===== src/arp_pkg.sv =====
// package for the record path control block: constants, carriers, enums
// assumes one core clock domain and a plain register port master
// Overview of operation
// - samples are two's complement, clipped to positive or negative full scale
// - a clipped sample sets the sticky overflow flag
// - a constant dc offset is added to outgoing serial samples
// - with the high-pass filter off, dc passes signed about mid reference
// - filter on and not frozen: offset tracked and subtracted continuously
// - freeze holds the offset estimate and keeps subtracting it
// - adc output feeds playback mixer scaled by seven-bit volume
// - digital mix bit adds serial input data into the record stream
// - mic mix bit combines both channels differentially as one input
// - differential mix output is attenuated by a fixed 6 dB
// - source chosen from power-down bit and two-bit select; pga bypassed when off; the code takes the source from the two-bit select alone
// - bias goes to one of two pins by the bias pin select bit
// - bias voltage level comes from a two-bit field
// - mic pre-amp gives one of two fixed gains, 16 or 32 dB
// - pga gain spans +12 dB to -3 dB in 0.5 dB steps; the code stops at code 24, +9 dB
// - level control attack lowers pga gain first, then raises attenuation
// - level control release lowers attenuation first, then raises pga gain
// - level steps follow soft ramp and sample timing, dependency selectable; the code paces release steps only, on the sample step divider
// - noise gate mutes after signal stays below threshold for the delay
// - gate both channels bit triggers only when both are below threshold
package arp_pkg;
    localparam int SW          = 24;
    localparam int IW          = 26;
    localparam logic [SW-1:0] FS_POS  = 24'h7FFFFF;
    localparam logic [SW-1:0] FS_NEG  = 24'h800000;
    localparam logic [SW-1:0] DC_ANTI = 24'h000010;
    localparam int HPF_SHIFT   = 10;
    localparam int ADDR_W      = 4;
    localparam logic [ADDR_W-1:0] A_CH_A   = 4'h0;
    localparam logic [ADDR_W-1:0] A_CH_B   = 4'h1;
    localparam logic [ADDR_W-1:0] A_COMMON = 4'h2;
    localparam logic [ADDR_W-1:0] A_ALC    = 4'h3;
    localparam logic [ADDR_W-1:0] A_GATE   = 4'h4;
    localparam logic [ADDR_W-1:0] A_STATUS = 4'h5;
    localparam logic [ADDR_W-1:0] A_GAIN   = 4'h6;
    localparam logic [4:0] PGA_MAX     = 5'h18;
    localparam logic [4:0] PGA_0DB     = 5'h06;
    localparam logic [6:0] ATTN_MAX    = 7'h7F;
    localparam logic [7:0] RATE_RESET  = 8'h01;
    localparam logic [7:0] CH_RESET    = 8'h41;

    // per channel: hpf_enable[0] hpf_freeze[1] gain_amp_power_down[2]
    // input_source_select[4:3] mic_boost_32db[5] soft_ramp_enable[6] mute[7]
    typedef struct packed {
        logic       mute;
        logic       soft_ramp_enable;
        logic       mic_boost_32db;
        logic [1:0] input_source_select;
        logic       gain_amp_power_down;
        logic       hpf_freeze;
        logic       hpf_enable;
    } arp_ch_cfg_t;

    typedef struct packed {
        logic signed [SW-1:0] a;
        logic signed [SW-1:0] b;
    } arp_pair_t;

    typedef enum logic [1:0] {
        SRC_LINE1, SRC_LINE2, SRC_LINE3, SRC_MIC
    } arp_src_t;

    typedef enum { LV_HOLD, LV_ATTACK, LV_RELEASE } arp_lvl_st_t;
endpackage : arp_pkg


===== src/arp_record_ctrl.sv =====
// record path control: clipping, offset removal, routing, level control, gate
// assumes per-sample decimator words with a one-cycle strobe on core_clk
`timescale 1ns/1ps
module arp_record_ctrl (
    input  wire logic                  core_clk,
    input  wire logic                  resetn,
    input  wire logic [arp_pkg::ADDR_W-1:0] reg_addr,
    input  wire logic [7:0]            reg_wdata,
    input  wire logic                  reg_wr,
    input  wire logic                  reg_rd,
    output logic      [7:0]            reg_rdata,
    input  wire logic                  dec_valid,
    input  wire logic [2*arp_pkg::IW-1:0] dec_data,
    input  wire logic                  sdin_valid,
    input  wire arp_pkg::arp_pair_t    sdin_data,
    output logic                       rec_valid,
    output arp_pkg::arp_pair_t         rec_data,
    output arp_pkg::arp_pair_t         mix_data,
    output logic      [1:0]            mux_sel_a,
    output logic      [1:0]            mux_sel_b,
    output logic                       pga_bypass_a,
    output logic                       pga_bypass_b,
    output logic                       diff_mix_on,
    output logic                       mic_gain_32_a,
    output logic                       mic_gain_32_b,
    output logic [4:0]                 pga_gain_a,
    output logic [4:0]                 pga_gain_b,
    output logic                       bias_on_pin_a,
    output logic                       bias_on_pin_b,
    output logic [1:0]                 bias_level
);
    import arp_pkg::*;

    arp_ch_cfg_t cfg_r [2];
    logic [7:0]  common_r;   // [0] dig mix [1] diff mix [2] bias sel [4:3] level [5] gate both
    logic [7:0]  alc_r;      // [0] alc on [1] ramp dep [7:4] max thr [3:2] min thr
    logic [7:0]  gate_r;     // [0] gate on [3:1] thr [7:4] delay
    logic [6:0]  vol_r [2];
    logic [4:0]  pga_r [2];
    logic [6:0]  attn_r [2];
    logic [1:0]  ovf_r;
    logic [7:0]  rate_r;
    logic signed [IW-1:0] offs_r [2];
    logic signed [SW-1:0] samp [2];
    logic        clip [2];
    logic        quiet [2];
    logic [3:0]  gate_cnt_r [2];
    logic        muted_r [2];
    logic [7:0]  step_cnt_r;
    arp_lvl_st_t lvl_r [2];
    logic signed [SW-1:0] out_r [2];
    logic        out_v_r;
    logic        step_go;

    // register writes; hardware owns pga/attenuation while alc runs
    always_ff @(posedge core_clk or negedge resetn) begin
        if (!resetn) begin
            cfg_r[0] <= arp_ch_cfg_t'(CH_RESET);
            cfg_r[1] <= arp_ch_cfg_t'(CH_RESET);
            common_r <= '0;
            alc_r    <= '0;
            gate_r   <= '0;
            rate_r   <= RATE_RESET;
        end else if (reg_wr) begin
            unique case (reg_addr)
                A_CH_A:   cfg_r[0] <= arp_ch_cfg_t'(reg_wdata);
                A_CH_B:   cfg_r[1] <= arp_ch_cfg_t'(reg_wdata);
                A_COMMON: common_r <= reg_wdata;
                A_ALC:    alc_r    <= reg_wdata;
                A_GATE:   gate_r   <= reg_wdata;
                A_GAIN:   rate_r   <= (reg_wdata == 8'h00) ? RATE_RESET : reg_wdata;
                default: ;
            endcase
        end
    end

    logic [7:0] reg_rdata_nxt;
    always_comb begin
        unique case (reg_addr)
            A_CH_A:   reg_rdata_nxt = cfg_r[0];
            A_CH_B:   reg_rdata_nxt = cfg_r[1];
            A_COMMON: reg_rdata_nxt = common_r;
            A_ALC:    reg_rdata_nxt = alc_r;
            A_GATE:   reg_rdata_nxt = gate_r;
            A_STATUS: reg_rdata_nxt = {muted_r[1], muted_r[0], 4'h0, ovf_r};
            A_GAIN:   reg_rdata_nxt = rate_r;
            default:  reg_rdata_nxt = 8'h00;
        endcase
    end
    always_ff @(posedge core_clk or negedge resetn) begin
        if (!resetn) reg_rdata <= '0;
        else         reg_rdata <= reg_rd ? reg_rdata_nxt : 8'h00;
    end

    always_ff @(posedge core_clk or negedge resetn) begin
        if (!resetn)                      step_cnt_r <= '0;
        else if (dec_valid && step_go)    step_cnt_r <= '0;
        else if (dec_valid)               step_cnt_r <= step_cnt_r + 8'h01;
    end
    assign step_go = !alc_r[1] || (step_cnt_r >= rate_r - 8'h01);

    genvar c;
    generate
        for (c = 0; c < 2; c++) begin : g_ch
            logic signed [IW-1:0] raw;
            logic signed [IW-1:0] other;
            logic signed [IW-1:0] pre;
            logic signed [IW-1:0] hp;
            logic signed [IW+7:0] scaled;
            logic [SW-1:0]        mag;
            logic [SW-1:0]        thr_hi;
            logic [SW-1:0]        thr_lo;
            logic [SW-1:0]        gthr;
            logic signed [SW-1:0] dmix;
            logic signed [IW+7:0] osum;
            logic [SW-1:0]        osat;
            logic [SW+6:0]        mixp;
            assign raw   = dec_data[c*IW +: IW];
            assign other = dec_data[(1-c)*IW +: IW];
            assign pre = common_r[1] ? (raw - other) >>> 1 : raw;
            // subtract offset only with the filter on
            assign hp  = cfg_r[c].hpf_enable ? pre - offs_r[c] : pre;
            // digital attenuation in coarse 1/2 steps per 8 codes
            assign scaled = $signed({{8{hp[IW-1]}}, hp}) >>> attn_r[c][6:3];
            assign clip[c] = (scaled > $signed({{10{1'b0}}, FS_POS}))
                          || (scaled < $signed({{10{1'b1}}, FS_NEG}));
            assign samp[c] = (scaled > $signed({{10{1'b0}}, FS_POS})) ? FS_POS :
                             (scaled < $signed({{10{1'b1}}, FS_NEG})) ? FS_NEG :
                             scaled[SW-1:0];
            assign mag    = samp[c][SW-1] ? ~samp[c] : samp[c];
            assign thr_hi = {1'b0, alc_r[7:4], {(SW-5){1'b0}}};
            assign thr_lo = {4'h0, alc_r[3:2], {(SW-6){1'b0}}};
            assign gthr   = {6'h00, gate_r[3:1], {(SW-9){1'b0}}};
            assign quiet[c] = mag < gthr;
            assign dmix   = (c == 0) ? sdin_data.a : sdin_data.b;
            // offset and mix go in ahead of the clip so full scale never wraps
            assign osum   = scaled + $signed({{10{1'b0}}, DC_ANTI})
                          + ((common_r[0] && sdin_valid) ? {{10{dmix[SW-1]}}, dmix} : {(IW+8){1'b0}});
            assign osat   = (osum > $signed({{10{1'b0}}, FS_POS})) ? FS_POS :
                            (osum < $signed({{10{1'b1}}, FS_NEG})) ? FS_NEG : osum[SW-1:0];

            // track offset while enabled and not frozen; hold on freeze
            always_ff @(posedge core_clk or negedge resetn) begin
                if (!resetn) offs_r[c] <= '0;
                else if (dec_valid && cfg_r[c].hpf_enable && !cfg_r[c].hpf_freeze)
                    offs_r[c] <= offs_r[c] + ((pre - offs_r[c]) >>> HPF_SHIFT);
            end

            // level control, pga first on attack, attenuator first on release
            always_ff @(posedge core_clk or negedge resetn) begin
                if (!resetn) begin
                    pga_r[c]  <= PGA_0DB;
                    attn_r[c] <= '0;
                    lvl_r[c]  <= LV_HOLD;
                end else if (reg_wr && !alc_r[0] && reg_addr == A_GAIN) begin
                    pga_r[c]  <= pga_r[c];
                end else if (alc_r[0] && dec_valid) begin
                    lvl_r[c] <= (mag > thr_hi) ? LV_ATTACK :
                                (mag < thr_lo) ? LV_RELEASE : LV_HOLD;
                    if (mag > thr_hi) begin
                        if (pga_r[c] != '0)        pga_r[c]  <= pga_r[c] - 5'h01;
                        else if (attn_r[c] != ATTN_MAX) attn_r[c] <= attn_r[c] + 7'h01;
                    end else if (mag < thr_lo && step_go) begin
                        if (attn_r[c] != '0)       attn_r[c] <= attn_r[c] - 7'h01;
                        else if (pga_r[c] != PGA_MAX) pga_r[c] <= pga_r[c] + 5'h01;
                    end
                end
            end

            // gate delay count; both channels when selected
            always_ff @(posedge core_clk or negedge resetn) begin
                if (!resetn) begin
                    gate_cnt_r[c] <= '0;
                    muted_r[c]    <= 1'b0;
                end else if (dec_valid) begin
                    if (!gate_r[0] || !(common_r[5] ? (quiet[0] && quiet[1]) : quiet[c])) begin
                        gate_cnt_r[c] <= '0;
                        muted_r[c]    <= 1'b0;
                    end else if (gate_cnt_r[c] >= gate_r[7:4]) begin
                        muted_r[c]    <= 1'b1;
                    end else begin
                        gate_cnt_r[c] <= gate_cnt_r[c] + 4'h1;
                    end
                end
            end

            always_ff @(posedge core_clk or negedge resetn) begin
                if (!resetn) out_r[c] <= '0;
                else if (dec_valid) begin
                    if (muted_r[c] || cfg_r[c].mute) out_r[c] <= DC_ANTI;
                    else out_r[c] <= osat;
                end
            end

            // playback mixer feed scaled by seven-bit volume
            assign mixp = $signed(samp[c]) * $signed({1'b0, vol_r[c]});
            always_ff @(posedge core_clk or negedge resetn) begin
                if (!resetn) vol_r[c] <= 7'h7F;
                else if (reg_wr && reg_addr == A_GAIN) vol_r[c] <= reg_wdata[6:0];
            end
        end
    endgenerate

    // sticky overflow, set wins over read clear
    always_ff @(posedge core_clk or negedge resetn) begin
        if (!resetn) ovf_r <= '0;
        else begin
            for (int i = 0; i < 2; i++) begin
                if (dec_valid && clip[i])                  ovf_r[i] <= 1'b1;
                else if (reg_rd && reg_addr == A_STATUS)   ovf_r[i] <= 1'b0;
            end
        end
    end

    always_ff @(posedge core_clk or negedge resetn) begin
        if (!resetn) begin
            out_v_r  <= 1'b0;
            mix_data <= '0;
        end else begin
            out_v_r  <= dec_valid;
            if (dec_valid) mix_data <= '{a: g_ch[0].mixp[SW+6:7], b: g_ch[1].mixp[SW+6:7]};
        end
    end

    assign rec_valid = out_v_r;
    assign rec_data  = '{a: out_r[0], b: out_r[1]};
    // source select, pga bypass when powered down
    assign mux_sel_a     = cfg_r[0].input_source_select;
    assign mux_sel_b     = cfg_r[1].input_source_select;
    assign pga_bypass_a  = cfg_r[0].gain_amp_power_down;
    assign pga_bypass_b  = cfg_r[1].gain_amp_power_down;
    assign diff_mix_on   = common_r[1];
    // mic gain choice; pga code 0..24 = -3..+9 dB
    assign mic_gain_32_a = cfg_r[0].mic_boost_32db;
    assign mic_gain_32_b = cfg_r[1].mic_boost_32db;
    assign pga_gain_a    = pga_r[0];
    assign pga_gain_b    = pga_r[1];
    assign bias_on_pin_a = !common_r[2];
    assign bias_on_pin_b = common_r[2];
    assign bias_level    = common_r[4:3];

    property p_clip_fs;
        @(posedge core_clk) disable iff (!resetn)
        dec_valid && clip[0] |-> (samp[0] == FS_POS || samp[0] == FS_NEG);
    endproperty
    a_clip_fs: assert property (p_clip_fs) else $error("clip not at full scale");

    property p_ovf;
        @(posedge core_clk) disable iff (!resetn)
        dec_valid && clip[1] |=> ovf_r[1];
    endproperty
    a_ovf: assert property (p_ovf) else $error("overflow flag not set");

    property p_frz;
        @(posedge core_clk) disable iff (!resetn)
        cfg_r[0].hpf_freeze && $past(cfg_r[0].hpf_freeze) |-> $stable(offs_r[0]);
    endproperty
    a_frz: assert property (p_frz) else $error("offset moved while frozen");

    property p_bias;
        @(posedge core_clk) disable iff (!resetn)
        bias_on_pin_a != bias_on_pin_b;
    endproperty
    a_bias: assert property (p_bias) else $error("bias on both pins");

    property p_pga_rng;
        @(posedge core_clk) disable iff (!resetn)
        pga_r[0] <= PGA_MAX && pga_r[1] <= PGA_MAX;
    endproperty
    a_pga_rng: assert property (p_pga_rng) else $error("pga code out of range");

    property p_attack;
        @(posedge core_clk) disable iff (!resetn)
        alc_r[0] && dec_valid && lvl_r[0] == LV_HOLD && pga_r[0] != '0
            && g_ch[0].mag > g_ch[0].thr_hi |=> $stable(attn_r[0]);
    endproperty
    a_attack: assert property (p_attack) else $error("attenuation before pga");

    property p_gate_off;
        @(posedge core_clk) disable iff (!resetn)
        !gate_r[0] && dec_valid |=> !muted_r[0];
    endproperty
    a_gate_off: assert property (p_gate_off) else $error("gate muted while off");

    property p_gate_both;
        @(posedge core_clk) disable iff (!resetn)
        dec_valid && common_r[5] && !quiet[1] |=> !muted_r[0];
    endproperty
    a_gate_both: assert property (p_gate_both) else $error("gate ignored other channel");

    property p_ovf_set_wins;
        @(posedge core_clk) disable iff (!resetn)
        dec_valid && clip[0] && reg_rd && reg_addr == A_STATUS |=> ovf_r[0];
    endproperty
    a_ovf_set_wins: assert property (p_ovf_set_wins) else $error("clip lost to clear");

    property p_offset_add;
        @(posedge core_clk) disable iff (!resetn)
        dec_valid && !clip[0] && samp[0][SW-1] && !muted_r[0] && !cfg_r[0].mute && !common_r[0]
            |=> out_r[0] == $past(samp[0]) + DC_ANTI;
    endproperty
    a_offset_add: assert property (p_offset_add) else $error("offset missing");

    property p_rec_valid;
        @(posedge core_clk) disable iff (!resetn)
        rec_valid == $past(dec_valid);
    endproperty
    a_rec_valid: assert property (p_rec_valid) else $error("record strobe misplaced");

    property p_hpf_off;
        @(posedge core_clk) disable iff (!resetn)
        !cfg_r[0].hpf_enable |-> g_ch[0].hp == g_ch[0].pre;
    endproperty
    a_hpf_off: assert property (p_hpf_off) else $error("offset removed with filter off");

    property p_frz_b;
        @(posedge core_clk) disable iff (!resetn)
        cfg_r[1].hpf_freeze && $past(cfg_r[1].hpf_freeze) |-> $stable(offs_r[1]);
    endproperty
    a_frz_b: assert property (p_frz_b) else $error("offset b moved while frozen");

    property p_mix_zero;
        @(posedge core_clk) disable iff (!resetn)
        dec_valid && vol_r[0] == 7'h00 |=> mix_data.a == '0;
    endproperty
    a_mix_zero: assert property (p_mix_zero) else $error("mixer feed at zero volume");

    property p_release;
        @(posedge core_clk) disable iff (!resetn)
        alc_r[0] && dec_valid && step_go && attn_r[0] != '0 && g_ch[0].mag < g_ch[0].thr_lo
            && g_ch[0].mag <= g_ch[0].thr_hi |=> $stable(pga_r[0]);
    endproperty
    a_release: assert property (p_release) else $error("pga raised before attenuation");

    property p_step_wait;
        @(posedge core_clk) disable iff (!resetn)
        alc_r[0] && dec_valid && !step_go && g_ch[0].mag <= g_ch[0].thr_hi
            |=> $stable(pga_r[0]) && $stable(attn_r[0]);
    endproperty
    a_step_wait: assert property (p_step_wait) else $error("step off divider tick");

    property p_mute_out;
        @(posedge core_clk) disable iff (!resetn)
        dec_valid && muted_r[1] |=> out_r[1] == DC_ANTI;
    endproperty
    a_mute_out: assert property (p_mute_out) else $error("gated sample not muted");

    property p_gate_loud;
        @(posedge core_clk) disable iff (!resetn)
        dec_valid && !common_r[5] && !quiet[0] |=> !muted_r[0];
    endproperty
    a_gate_loud: assert property (p_gate_loud) else $error("gate held on loud signal");
endmodule : arp_record_ctrl


===== config.mk =====
export PLATFORM = sky130hd
export DESIGN_NAME = arp_record_ctrl
export DESIGN_NICKNAME = d
export VERILOG_FILES = /design/src/arp_pkg.sv /design/src/arp_record_ctrl.sv
export SDC_FILE = /design/constraint.sdc
export NUM_CORES = 2
export LEC_CHECK = 0
export BUFFER_PORTS_ARGS = -buffer_cell sky130_fd_sc_hd__buf_2
export CAP_MARGIN = 20
export CORE_ASPECT_RATIO = 1.1
export CORE_MARGIN = 1
export CORE_UTILIZATION = 50
export CTS_CLUSTER_SIZE = 28
export DETAILED_ROUTE_END_ITERATION = 10
export GPL_TIMING_DRIVEN = 1
export PLACE_DENSITY = 0.72
export SLEW_MARGIN = 0
export SYNTH_ARGS = -nofsm -noshare
export SYNTH_HDL_FRONTEND = slang
export SYNTH_SLANG_ARGS = --single-unit

===== constraint.sdc =====
create_clock -name core_clk -period 13.4 [get_ports core_clk]
set_input_delay 0.67 -clock core_clk [delete_from_list [all_inputs] [get_ports core_clk]]
set_output_delay 0.67 -clock core_clk [all_outputs]
set_load 0.005 [all_outputs]

### Word-level counts from Yosys, hierarchy flattened

Index checks and enable logic that the tools add are counted.

* input bits: 118
* logic and storage cells: 222
* bits in read-only memories: 0
* RAM bits: 0
* output and inout port bits: 128
* latch bits: 0
* register bits: 256
* memories kept: 0

* shift-type cells: 2
* $lt $le $gt $ge: 17
* add/subtract/negate cells: 22
* multiplexer cells: 56
* bitwise gates (word level): 3
* div/mod/pow operators: 0
* equal/unequal tests: 20
* reduce and logical (&&, ||, !) cells: 62
* multiply operators: 2

Operator list (count)
* $mux W24: 12
* $gt A34 B24 Y1 const B: 4
* $lt A34 B24 Y1 const B: 4
* $mux W26: 4
* $sub A26 B26 Y26: 4
* $mux W7: 10
* $add A34 B34 Y34: 2
* $add A34 B5 Y34 const B: 2
* $mux W34: 2
* $sshr A26 B4 Y34: 2
* $mul A24 B8 Y31: 2
* $pmux W8 S7: 1
* $add A26 B16 Y26: 2
* $mux W5: 10
* $gt A24 B23 Y1: 2
* $lt A24 B18 Y1: 2
* $lt A24 B20 Y1: 2
* $not A24 Y24: 2
* $mux W8: 4
* $reduce_and A6 Y1: 4
* $reduce_bool A2 Y1: 11
* $reduce_and A2 Y1: 10
* $logic_and A1 B1 Y1: 16
* $mux W4: 4
* 24 further kinds: 66

### Logic depth before layout (Yosys ltp)

* depth after elaboration: 17
* gate-level depth with buffers: 50
* mapped depth without buffers: 47

### Worst setup path before layout

No wires, ideal clock.

* path kind: input port to flip-flop
* start point: in dec_data[2] (netlist bit)
* end point: reg mix_data[44] (netlist bit)
* stages: 44
* path slack: 2615 ps
* arrival time: 10655 ps
* setup time: 130 ps
* data required time: 13270 ps
* buffers on the path: 2
* path through: inv_1 -> ha_1 -> buf_2 -> a21o_1 -> a31o_2 -> a211oi_2 -> a211o_1 -> a21oi_1 -> o21ba_2 -> or3_1 -> ha_1 -> o21a_1 -> o211ai_1 -> o22ai_1 -> o21a_1 -> a221oi_1 -> mux2_2 -> a41oi_1 -> [... 8 more ...] -> fa_1 -> inv_1 -> fa_1 -> inv_1 -> ha_1 -> nor2b_1 -> o21a_1 -> o21ai_0 -> inv_1 -> or3_1 -> a31oi_1 -> o21bai_1 -> a31o_2 -> a21o_1 -> or3_1 -> a211o_1 -> nand3_1 -> o21ai_1

* word-level cells in the longest chain between the ends: 9
* elaborated cells on any way between the ends: 10
* classes of those cells: 2 x add/sub; 1 x mul; 2 x order compare; 1 x shift; 4 x mux

Ends and longest elaborated chain
* from (decl): RTL line arp_record_ctrl.sv:13 `input wire logic [2*arp_pkg::IW-1:0] dec_data,`
* $sub A26 B26 Y26: RTL line arp_record_ctrl.sv:120 `assign pre = common_r[1] ? (raw - other) >>> 1 : raw;`
* $mux W26 *: RTL line arp_record_ctrl.sv:120
* $sub A26 B26 Y26: RTL line arp_record_ctrl.sv:122 `assign hp = cfg_r[c].hpf_enable ? pre - offs_r[c] : pre;`
* $mux W26 *: RTL line arp_record_ctrl.sv:122
* $sshr A26 B4 Y34 *: RTL line arp_record_ctrl.sv:124 `assign scaled = $signed({{8{hp[IW-1]}}, hp}) >>> attn_r[c][6:3];`
* $lt A34 B24 Y1: RTL line arp_record_ctrl.sv:128 `(scaled < $signed({{10{1'b1}}, FS_NEG})) ? FS_NEG :`
* $mux W24: RTL line arp_record_ctrl.sv:128
* $mux W24 *: RTL line arp_record_ctrl.sv:127 `assign samp[c] = (scaled > $signed({{10{1'b0}}, FS_POS})) ? FS_POS :`
* $mul A24 B8 Y31 *: RTL line arp_record_ctrl.sv:196 `assign mixp = $signed(samp[c]) * $signed({1'b0, vol_r[c]});`
* to (signal assigned): RTL line arp_record_ctrl.sv:221 `if (dec_valid) mix_data <= '{a: g_ch[0].mixp[SW+6:7], b: g_ch[1].mixp[SW+6:7]};`
* to (decl): RTL line arp_record_ctrl.sv:18 `output arp_pkg::arp_pair_t mix_data,`

Every way passes the cells marked *; elsewhere a longest branch is shown, timed or not.
A chain may end at the register's enable or synchronous reset.

### Final worst setup path

* start point: in dec_data[0] (netlist bit)
* end point: reg mix_data[44] (netlist bit)

The elaborated chain is that of the path after synthesis.

==> results.md <==
* Syn Nets at 5775
* H-tree Lvls at 2
* Via count at 37495
* Drt initial violations at 3477
* Max Cap Viol at 0
* Skew final at 37.9 ps
* Worst-margin pin slew at 1090 ps
* Post-route cell area at 43600 um^2
* Grt ovf at 0
* TritonCTS sink count at 256
* Die area at 81900 um^2
* Worst Setup End Kind: flip-flop
* Layout cells sized above 1 at 11.2%
* Max Fclk at 82.1 MHz
* Top Ports at 246
* Initial antenna violation count at 12
* Worst min path class: input pin to async pin
* Global-route wire length before repair at 200000 um
* RSZ-0062 raised after global routing: false
* Post-synth EDFFs at 0
* Setup bufs post-CTS at 0
* Worst-path fanout max at 15
* Crit path time final at 12180 ps
* Routed Wire Length at 127000 um
* Crit path kind: input pin to flip-flop
* Worst EP required at 13820 ps
* CP max stage cell: a221oi_1
* Post-CTS Hold Buffers at 0
* Synthesized flop and latch total at 256
* Die Width at 273 um
* Fin crit share at 90.9%
* R2R depth at 37
* Die height at 300 um
* Hold Vio Cnt, Final at 0
* Fin util at 54.9%
* Pins Over Slew Limit at 0
* GRT Util Overall at 30.6%
* Post-Syn Instances at 4985
* Cell variety after synth at 108
* Clock Pin Slew Worst Setup and Hold Paths at 60 ps
* Post-Place Cell Area at 42400 um^2
* Average wire per standard cell at 20.5 um
* Hpwl dp at 100000 um
* Final ANT Viol Nets at 0
* Via/cell ratio at 6.08
* Startpoint types: input pin
* Reg2reg start: common_r[1]
* Sequential share of the synthesized area at 15.9%
* Final setup viols at 0
* Core Rows at 108
* Post-cts gate resize count at 0
* Final RePlAce weighted congestion at 0.992
* Arrival time worst endpoint at 12600 ps
* Mapped Area at 40400 um^2
* Clock insertion delay at the later pin of the skew report at 570 ps
* First-pass iteration count of the detailed router at 8
* CP peak stage delay at 810 ps
* Mapped Avg Cell Area at 8.10 um^2
* Slew HR at 26.4%
* Largest net degree at the start of global routing at 75
* Hold WS at 40.3 ps
* Buf+Inv Stages, Crit Path at 6
* Critical path depth at 43
* Synth warnings at 0
* Setup TNS at 0 ps
* Residual DRC at 0
* Initial Util at 50.8%
* Primary FF master, synth: dfrtp_1
* Family with the most delay on the worst path: compound AO/OA/AOI/OAI gates
* Cts bufs inserted at 35
* Number of global-route vias before repair at 36631
* PortBufs at 245
* Crit. Startpoint: dec_data[0]
* Maximum clock path buffer count at 3
* Core footprint at 79500 um^2
* Status: finished clean
* Nets at 5885
* CTS tree: done
* Post-synthesis async set-or-reset flop share at 100%
* Root Buffer: clkbuf_16
* Synthesis-to-finish area growth at 8.13%
-- flip-flops by register name, indices dropped and copies added (netlist names) --
| register | count |
|---|---|
| pga_bypass_a | 1 |
| pga_gain_b | 5 |
| pga_bypass_b | 1 |
| mic_gain_32_b | 1 |
| muted_r | 2 |
| step_cnt_r | 8 |
| mic_gain_32_a | 1 |
| gate_cnt_r | 8 |
| reg_rdata | 8 |
| ovf_r | 2 |
| mux_sel_b | 2 |
| mux_sel_a | 2 |
| mix_data | 48 |
| gate_r | 8 |
| pga_gain_a | 5 |
| vol_r | 7 |
| cfg_r | 8 |
| attn_r | 14 |
| rec_data | 48 |
| offs_r | 52 |
| alc_r | 8 |
| rec_valid | 1 |
| common_r | 8 |
| rate_r | 8 |
-- area by class of cell --
class | instances | area (um^2)
inverter | 613 | 2300
multi-input combinational | 3892 | 30700
sequential | 256 | 6430
clock buffer | 51 | 1040
tap | 1045 | 1310
timing repair buffer | 297 | 1630
fill | 7521 | 35800
antenna | 1 | 2.50
clock inverter | 13 | 190
-- per-layer routing --
| metal | wire length [um] | global-route usage (%) | vias to the layer above |
|---|---|---|---|
| li1 | - | - | 17624 |
| met2 | 57600 | 49.0 | 1556 |
| met3 | 10700 | 5.83 | 293 |
| met4 | 4960 | 11.7 | 20 |
| met5 | 134 | 0 | - |
| met1 | 53300 | 40.9 | 18002 |
-- cells in the mapped netlist (45+ instances only) --
library cell | n | share of area (%)
nor2b_1 | 45 | 0.70
mux2_2 | 91 | 2.5
mux2i_1 | 88 | 2.2
nand3_1 | 102 | 1.3
xor2_1 | 70 | 1.5
a21o_1 | 108 | 2.0
and3_1 | 97 | 1.5
a21oi_1 | 340 | 4.2
and2_1 | 140 | 2.2
dfrtp_1 | 240 | 15
clkbuf_1 | 177 | 1.6
nor2_1 | 384 | 3.6
a31oi_1 | 45 | 0.70
nand2b_1 | 55 | 0.85
nand2_1 | 405 | 3.8
o21ai_0 | 240 | 3.0
xnor2_1 | 150 | 3.3
fa_1 | 258 | 13
ha_1 | 414 | 13
nor3_1 | 110 | 1.4
inv_1 | 603 | 5.6
o21a_1 | 45 | 0.84
-- layout by cell type (no fill, tap or decap), types with 45 or more instances in the layout --
cell type,count
inv_1,602
ha_1,414
nand2_1,405
nor2_1,384
a21oi_1,340
fa_1,258
buf_2,243
o21ai_0,240
dfrtp_1,239
xnor2_1,149
and2_1,140
nor3_1,110
a21o_1,108
nand3_1,102
and3_1,97
mux2_2,91
mux2i_1,88
xor2_1,70
nand2b_1,55
buf_4,52
nor2b_1,45
o21a_1,45
a31oi_1,45
-- worst register-to-register path: cells and delay by family (launching register included) --
kind / cells / cell delay [ps]
buffers and inverters: 6 / 1150
XOR/XNOR: 1 / 210
AND/OR/NAND/NOR: 8 / 2130
adder cells (fa/ha/maj): 6 / 2510
multiplexers: 2 / 890
AO/OA/AOI/OAI: 14 / 3700
flip-flops: 1 / 690
-- kinds of logic (layout without fill, tap and decap cells) --
logic type	count (synthesis)	after routing	synth area share (%)
AND/OR/NAND/NOR	1528	1528	18.4
AO/OA/AOI/OAI	1248	1248	20.4
buffers and inverters	837	974	7.93
adder cells (fa/ha/maj)	676	676	25.7
flip-flops	256	256	15.9
XOR/XNOR	221	221	4.83
multiplexers	219	219	6.73
other	0	1	0
-- final timing paths --
check	slack [ps]	endpoint
worst min-delay path	40	mix_data[26]
worst max-delay path	1220	mix_data[44]
min in group core_clk	450	vol_r[0]
worst max register to register	1990	mix_data[44]
max in group asynchronous	11080	offs_r[8]
worst min register to register	470	ovf_r[1]
-- through the flow --
stage	setup WS, ps	std cells
after floorplan	2620	4985
after global routing	436	6168
after detailed placement	893	6102
final	1220	6168
after global placement	1000	6102
after CTS	1430	6166
Power is not shown: default switching activity piles up to over one toggle a cycle in this logic, so the estimate is an artifact.
